**config.mk**
```make
export PLATFORM = sky130hd
export DESIGN_NAME = reset_cause_tracker
export DESIGN_NICKNAME = d
export VERILOG_FILES = /design/src/common/rct_pkg.sv /design/src/logic/reset_cause_tracker.sv /design/src/logic/sticky_event_bit.sv
export SDC_FILE = /design/constraint.sdc
export NUM_CORES = 1
export LEC_CHECK = 0
export ABC_AREA = 1
export BUFFER_PORTS_ARGS = -buffer_cell sky130_fd_sc_hd__buf_2
export CAP_MARGIN = 30
export CORE_MARGIN = 3
export CORE_UTILIZATION = 54
export DETAILED_ROUTE_END_ITERATION = 8
export PLACE_DENSITY = 0.93
export SLEW_MARGIN = 20
export SYNTH_ARGS = -nofsm -noshare
export SYNTH_HDL_FRONTEND = slang
export SYNTH_HIERARCHICAL = 1
export SYNTH_SLANG_ARGS = --single-unit
```
**constraint.sdc**
```tcl
create_clock -name i_mclk -period 3.6 [get_ports i_mclk]
set_input_delay 0.36 -clock i_mclk [delete_from_list [all_inputs] [get_ports i_mclk]]
set_output_delay 0.36 -clock i_mclk [all_outputs]
set_load 0.01 [all_outputs]
```
**src/common/rct_pkg.sv**
```systemverilog
// constants, register map and state type of the reset cause tracker
// assumes one 20 MHz clock and a byte-addressed Avalon-MM slave port
package rct_pkg;

	// register index of the status word, byte address is four times it
	localparam int unsigned REG_IDX_STATUS = 3;
	localparam logic [5:0]  ADDR_STATUS    = 6'(REG_IDX_STATUS * 4);
	localparam logic [5:0]  ADDR_EVENTS    = 6'h10;
	localparam logic [5:0]  ADDR_MASK      = 6'h14;
	localparam logic [5:0]  ADDR_CONTROL   = 6'h18;
	localparam logic [5:0]  ADDR_RETAIN    = 6'h1C;
	localparam logic [5:0]  ADDR_WORK      = 6'h20;

	// status word fields
	localparam int unsigned PAGE_LSB      = 5;
	localparam int unsigned TIMEOUT_BIT   = 4;
	localparam int unsigned POWERDOWN_BIT = 3;
	localparam int unsigned ARITH_MSB     = 2;

	// control word fields
	localparam int unsigned CTRL_HALT_BIT  = 0;
	localparam int unsigned CTRL_RESET_BIT = 1;

	// event status bits
	localparam int unsigned EV_POR           = 0;
	localparam int unsigned EV_CLEAR_RUN     = 1;
	localparam int unsigned EV_CLEAR_HALT    = 2;
	localparam int unsigned EV_WATCHDOG_RUN  = 3;
	localparam int unsigned EV_WATCHDOG_HALT = 4;
	localparam int unsigned EV_COUNT         = 5;

	// reset values
	localparam logic [2:0] PAGE_RST   = 3'h0;
	localparam logic [2:0] ARITH_RST  = 3'h0;
	localparam logic [1:0] FLAGS_POR  = 2'h3;
	localparam logic [4:0] EVENTS_RST = 5'h01;
	localparam logic [4:0] MASK_RST   = 5'h00;
	localparam logic [7:0] WORK_RST   = 8'h00;

	// timing
	localparam int unsigned CLK_PERIOD_NS  = 50;
	localparam int unsigned RESET_HOLD_NS  = 200;
	localparam int unsigned RESET_HOLD_CYC =
		(RESET_HOLD_NS + CLK_PERIOD_NS - 1) / CLK_PERIOD_NS;
	localparam logic [2:0]  HOLD_LOAD      = 3'(RESET_HOLD_CYC);

	typedef enum logic [1:0] {ST_RESET, ST_RUN, ST_HALT} seq_state_t;

endpackage

```
**src/logic/reset_cause_tracker.sv**
```systemverilog
// reset sequencing and reset cause reporting for a small 8-bit core
// assumes i_rstn is the power-on reset, the clear pin and watchdog
// strobe are synchronous to i_mclk, software uses Avalon-MM
//
// Overview of operation
// - five reset causes: power-on, clear run, clear halt, watchdog run/halt.
// - a wake from halt by clear or watchdog is a full reset.
// - some registers are never reset; unknown after power-on, kept otherwise.
// - work register and page bits take their reset values on every reset kind.
// - status bits 4 and 3 record the reset cause for software.
// - clear pin reset while running leaves both flags unchanged.
// - clear pin wake from halt sets timeout flag, clears powerdown flag.
// - watchdog reset while running clears timeout flag, sets powerdown flag.
// - watchdog wake from halt clears both flags.
// - page bits clear on resets; arithmetic bits kept except at power-on.
// - clear pin is active low; reset holds while the pin is low.
//
// Register access over Avalon-MM was chosen for this implementation.
`timescale 1ns/1ns
module reset_cause_tracker
	import rct_pkg::*;
(
	// clock and power-on reset
	input  wire logic        i_mclk,
	input  wire logic        i_rstn,
	// reset sources
	input  wire logic        i_master_clear_pin_n,
	input  wire logic        i_watchdog_timer_expired,
	// core side
	output logic             o_core_reset_n,
	output logic             o_halted,
	output logic [7:0]       o_status_word,
	output logic             o_irq,
	// avalon-mm slave
	input  wire logic [5:0]  i_avs_address,
	input  wire logic        i_avs_read,
	input  wire logic        i_avs_write,
	input  wire logic [3:0]  i_avs_byteenable,
	input  wire logic [31:0] i_avs_writedata,
	output logic [31:0]      o_avs_readdata,
	output logic             o_avs_waitrequest
);

	seq_state_t     state_reg;
	seq_state_t     state_next;
	logic [2:0]     hold_reg;
	logic [2:0]     hold_next;
	logic [2:0]     page_reg;
	logic [2:0]     page_next;
	logic [2:0]     arith_reg;
	logic [2:0]     arith_next;
	logic [1:0]     flags_reg;
	logic [1:0]     flags_next;
	logic [4:0]     mask_reg;
	logic [7:0]     retain_reg;
	logic [7:0]     work_reg;
	logic [31:0]    rdata_reg;
	logic           rd_ack_reg;
	logic [4:0]     events;
	logic [4:0]     ev_set;
	logic [4:0]     ev_clear;

	// cause decode, the clear pin wins over a watchdog strobe
	logic active;
	logic in_halt;
	logic clear_evt;
	logic watchdog_evt;
	logic any_evt;
	assign active       = (state_reg != ST_RESET);
	assign in_halt      = (state_reg == ST_HALT);
	assign clear_evt    = active & ~i_master_clear_pin_n;
	assign watchdog_evt = active & i_master_clear_pin_n
		& i_watchdog_timer_expired;
	assign any_evt      = clear_evt | watchdog_evt;

	always_comb begin
		ev_set                   = 5'h00;
		ev_set[EV_CLEAR_RUN]     = clear_evt & ~in_halt;
		ev_set[EV_CLEAR_HALT]    = clear_evt & in_halt;
		ev_set[EV_WATCHDOG_RUN]  = watchdog_evt & ~in_halt;
		ev_set[EV_WATCHDOG_HALT] = watchdog_evt & in_halt;
	end

	// bus decode
	logic be0;
	logic wr_status;
	logic wr_events;
	logic wr_mask;
	logic wr_control;
	logic wr_retain;
	logic wr_work;
	logic rd_take;
	assign be0        = i_avs_byteenable[0];
	assign wr_status  = i_avs_write & be0 & (i_avs_address == ADDR_STATUS);
	assign wr_events  = i_avs_write & be0 & (i_avs_address == ADDR_EVENTS);
	assign wr_mask    = i_avs_write & be0 & (i_avs_address == ADDR_MASK);
	assign wr_control = i_avs_write & be0
		& (i_avs_address == ADDR_CONTROL);
	assign wr_retain  = i_avs_write & be0 & (i_avs_address == ADDR_RETAIN);
	assign wr_work    = i_avs_write & be0 & (i_avs_address == ADDR_WORK);
	assign rd_take    = i_avs_read & ~rd_ack_reg;
	assign ev_clear   = wr_events ? i_avs_writedata[4:0] : 5'h00;

	// status word view
	logic [7:0] status_view;
	assign status_view = {page_reg, flags_reg, arith_reg};

	// read selection, unmapped addresses read zero
	logic [7:0] rd_mux;
	assign rd_mux =
		(i_avs_address == ADDR_STATUS)  ? status_view :
		(i_avs_address == ADDR_EVENTS)  ? {3'h0, events} :
		(i_avs_address == ADDR_MASK)    ? {3'h0, mask_reg} :
		(i_avs_address == ADDR_CONTROL) ?
			{6'h00, ~o_core_reset_n, in_halt} :
		(i_avs_address == ADDR_RETAIN)  ? retain_reg :
		(i_avs_address == ADDR_WORK)    ? work_reg : 8'h00;

	// sequencer: any wake from halt goes through reset, never back to run
	always_comb begin
		state_next = state_reg;
		hold_next  = hold_reg;
		case (state_reg)
			ST_RUN: begin
				if (any_evt) begin
					state_next = ST_RESET;
					hold_next  = HOLD_LOAD;
				end else if (wr_control
						& i_avs_writedata[CTRL_HALT_BIT]) begin
					state_next = ST_HALT;
				end
			end
			ST_HALT: begin
				if (any_evt) begin
					state_next = ST_RESET;
					hold_next  = HOLD_LOAD;
				end
			end
			default: begin
				if (!i_master_clear_pin_n) begin
					hold_next = HOLD_LOAD;
				end else if (hold_reg == 3'h0) begin
					state_next = ST_RUN;
				end else begin
					hold_next = hold_reg - 3'h1;
				end
			end
		endcase
	end

	// cause flags, stored active low as in the status word
	always_comb begin
		flags_next = flags_reg;
		if (clear_evt & in_halt) begin
			flags_next = 2'h2;
		end else if (watchdog_evt & ~in_halt) begin
			flags_next = 2'h1;
		end else if (watchdog_evt & in_halt) begin
			flags_next = 2'h0;
		end
	end

	// page bits forced clear while in reset, arithmetic bits kept
	always_comb begin
		page_next  = page_reg;
		arith_next = arith_reg;
		if (any_evt | ~active) begin
			page_next = PAGE_RST;
		end else if (wr_status & (state_reg == ST_RUN)) begin
			page_next  = i_avs_writedata[7:PAGE_LSB];
			arith_next = i_avs_writedata[ARITH_MSB:0];
		end
	end

	always_ff @(posedge i_mclk or negedge i_rstn) begin
		if (!i_rstn) begin
			state_reg <= ST_RESET;
			hold_reg  <= HOLD_LOAD;
		end else begin
			state_reg <= state_next;
			hold_reg  <= hold_next;
		end
	end

	always_ff @(posedge i_mclk or negedge i_rstn) begin
		if (!i_rstn) begin
			flags_reg <= FLAGS_POR;
			page_reg  <= PAGE_RST;
			arith_reg <= ARITH_RST;
		end else begin
			flags_reg <= flags_next;
			page_reg  <= page_next;
			arith_reg <= arith_next;
		end
	end

	// scratch kept through every reset, unknown after power-up
	always_ff @(posedge i_mclk) begin
		if (wr_retain) begin
			retain_reg <= i_avs_writedata[7:0];
		end
	end

	always_ff @(posedge i_mclk or negedge i_rstn) begin
		if (!i_rstn) begin
			work_reg <= WORK_RST;
		end else if (any_evt | ~active) begin
			work_reg <= WORK_RST;
		end else if (wr_work) begin
			work_reg <= i_avs_writedata[7:0];
		end
	end

	// mask and events survive a core reset so the cause can interrupt
	always_ff @(posedge i_mclk or negedge i_rstn) begin
		if (!i_rstn) begin
			mask_reg <= MASK_RST;
		end else if (wr_mask) begin
			mask_reg <= i_avs_writedata[4:0];
		end
	end

	genvar gi;
	generate
		for (gi = 0; gi < EV_COUNT; gi++) begin : g_ev
			sticky_event_bit #(
				.RESET_VAL (EVENTS_RST[gi])
			) u_ev (
				.i_mclk  (i_mclk),
				.i_rstn  (i_rstn),
				.i_set   (ev_set[gi]),
				.i_clear (ev_clear[gi]),
				.o_flag  (events[gi])
			);
		end
	endgenerate

	// reads answer one cycle after they are seen
	always_ff @(posedge i_mclk or negedge i_rstn) begin
		if (!i_rstn) begin
			rd_ack_reg <= 1'b0;
			rdata_reg  <= 32'h0000_0000;
		end else begin
			rd_ack_reg <= rd_take;
			if (rd_take) begin
				rdata_reg <= {24'h00_0000, rd_mux};
			end
		end
	end

	assign o_avs_waitrequest = rd_take;
	assign o_avs_readdata    = rdata_reg;
	assign o_core_reset_n    = active;
	assign o_halted          = in_halt;
	assign o_status_word     = status_view;
	assign o_irq             = |(events & mask_reg);
endmodule

```
**src/logic/sticky_event_bit.sv**
```systemverilog
// one sticky event flag, set by hardware and cleared by software
// assumes set and clear are single-cycle strobes on the same clock
`timescale 1ns/1ns
module sticky_event_bit #(
	parameter logic RESET_VAL = 1'b0
) (
	// clock and reset
	input  wire logic i_mclk,
	input  wire logic i_rstn,
	// control
	input  wire logic i_set,
	input  wire logic i_clear,
	// state
	output logic      o_flag
);

	logic flag_reg;
	logic flag_next;

	// a set in the clearing cycle is kept
	assign flag_next = i_set | (flag_reg & ~i_clear);
	assign o_flag    = flag_reg;

	always_ff @(posedge i_mclk or negedge i_rstn) begin
		if (!i_rstn) begin
			flag_reg <= RESET_VAL;
		end else begin
			flag_reg <= flag_next;
		end
	end

endmodule

```
==> reports/metrics.yaml <==
status: "finished clean"
yosysTopAreaCell: "dfrtp_1"
tns_ps: 0
synth.area.top_cells: "dfrtp_1 34%, nand2_1 12%, edfxtp_1 9.0%"
busiest_layer: "met2"
syn_area_um2: 2674
wirelength_mm: 5.702
ys.warnings.count: 6
total_power_mw: 1.447
mostFrequentLayoutCell: "nand2_1"
die_h_um: 76.37
critical_path_class: "flop to output pin"
syn_inst: 322
initial_core_util: 0.5858
cts-root-buf: "clkbuf_8"
port_buffers: 40
cpMostUsedCell: "inv_1"
clkLatencyLatePin_ps: 310
use_met3: 0.05556
synthMuxAreaShare: 0
dr.pass1.iters: 4
synthAdderAreaFrac: 0.02340
worstPathArrival_ps: 1420
path_cells: "inv_1, ha_1, inv_1, buf_2"
fin_crit_ps: 1778
cts_made_buffers: 5
place.gp.congestion: 0.8621
synthXorXnorAreaFrac: 0
clk_path_buf_depth: 2
drv_cap: 0
slew_headroom: 0.4135
synth_edf_count: 8
tightest_slew_ps: 879.7
worst-r2r-setup-slack_ps: 1930
skew_ps: 8.438
fmax_ghz: 0.5626
p_per_area_nw_per_um2: 493.9
grtUsageMet1: 0.2371
grt_pass1_wl_mm: 9.708
cp-start-kind: "flop"
grt_pass1_vias: 2147
finalCritPeriodShare: 0.4938
dieWidth_um: 76.37
pre_cts_ws_ps: 1778
avgSynthCellArea_um2: 8.304
reg2reg_depth: 8
grt_antenna_before_repair: 0
grt.overflow.total: 0
cts_tree: "yes"
fin_ws_ps: 1822
grt_max_degree: 41
io_pins: 92
dp_cells: 425
wl_per_cell_um: 13.17
h-tree-depth: 2
num_vias: 2187
core_area_um2: 4564
ys_seq_area_frac: 0.4661
vias_per_cell: 5.051
cpPeakStageDelay_ps: 400
syn_to_final_growth_pct: 9.593
synth-compound-area-share: 0.08891
layout_common_cells: "87 x nand2_1, 42 x inv_1, 40 x buf_2"
crit_path_max_fanout: 4
drive_gt1_frac: 0.2092
required_ps: 3240
yosysUniqueCellTypes: 34
hold_viol: 0
r2r_start: "state_reg[0]"
worst_ir_drop_vdd_mv: 0.4739
slowest_stage: "dfrtp_1"
insertedDiodeCount: 0
grt_usage: 0.2091
finalMaxSlewViolations: 0
power.leakage_nw: 1.517
setup-violations-final: 0
layout.nets: 420
hpwl_mm: 4.371
cts_hold_buf: 0
synth-simple-area-share: 0.2780
synth_top_family_by_area: "simple AND/OR/NAND/NOR gates"
post_cts_buffers: 0
ys_ff_latch: 48
synth_top_area_share: 0.3369
reg2reg_to: "work_reg[2]"
fin_util: 0.6420
endpoint_kind: "output pin"
cts.repair.resized: 0
gr-usage-met2: 0.3779
ys_async_sr_fraction: 0.8333
die_area_um2: 5832
instances_no_fill: 433
ant_nets: 0
cts_sinks: 48
drc: 0
ys.flop_type: "dfrtp_1"
clk_pin_slew_ps: 90
dr.first_iter.drc_count: 232
hp-class: "input port to asynchronous set/reset pin"
rows: 24
rsz0062_at_grt: "false"
synth_stat cells (all sizes together) (4+ instances only):
library cell,count
a21oi,11
buf,27
dfrtp,36
dfstp,4
edfxtp,8
ha,5
inv,45
nand2,93
nand3,19
nand4,8
nor2,32
o21ai,20
area by class of cell:
type	instances	area [um2]
inverter	46	172.7
tap	65	81.33
fill	385	1634
multi-input combinational	225	1137
sequential	48	1246
timing repair buffer	41	207.7
clock buffer	6	72.57
clock inverter	2	12.51
per-layer routing:
layer  share of wire  routed length, um
met1            0.40               2258
met2            0.52               2984
met3           0.068                389
met4           0.012                 70
met5               0                  0
metrics by stage:
step / cell area (um2) / hold slack, ps
3_3_place_gp: 2845 / 457.4
6_report: 2930 / 158.4
2_1_floorplan: 2764 / 64.41
3_5_place_dp: 2845 / 460.9
5_1_grt: 2930 / 211.4
4_1_cts: 2930 / 192.9
power by group:
part           internal [mW]  total (mW)  leakage [nW]  switching [mW]
combinational          0.152       0.470         0.902           0.318
clock                  0.136       0.320        0.0412           0.184
sequential             0.619       0.657         0.573          0.0379
total                  0.907        1.45          1.52           0.540
logic make-up after synthesis:
| logic type | Yosys count |
|---|---|
| DFF | 48 |
| other | 1 |
| buffers and inverters | 73 |
| and+or+nand+nor | 155 |
| AOI/OAI and AO/OA | 40 |
| adders and majority gates | 5 |
worst max-delay path by stage:
stage                          start        endpoint  cells after the start
global route            state_reg[0]  o_core_reset_n                      4
floorplan           i_avs_address[1]   retain_reg[0]                      3
global placement    i_avs_address[1]   retain_reg[4]                      5
CTS                     state_reg[0]  o_core_reset_n                      4
finish                  state_reg[0]  o_core_reset_n                      4
detailed placement  i_avs_address[1]    arith_reg[2]                      7
critical path: cells and delay by family (launching register included):
kind / cells / cell delay, ps
fa+ha+maj: 1 / 230
flops: 1 / 400
buf+inv: 3 / 490
Note: power is estimated with default switching activity, not from simulation.
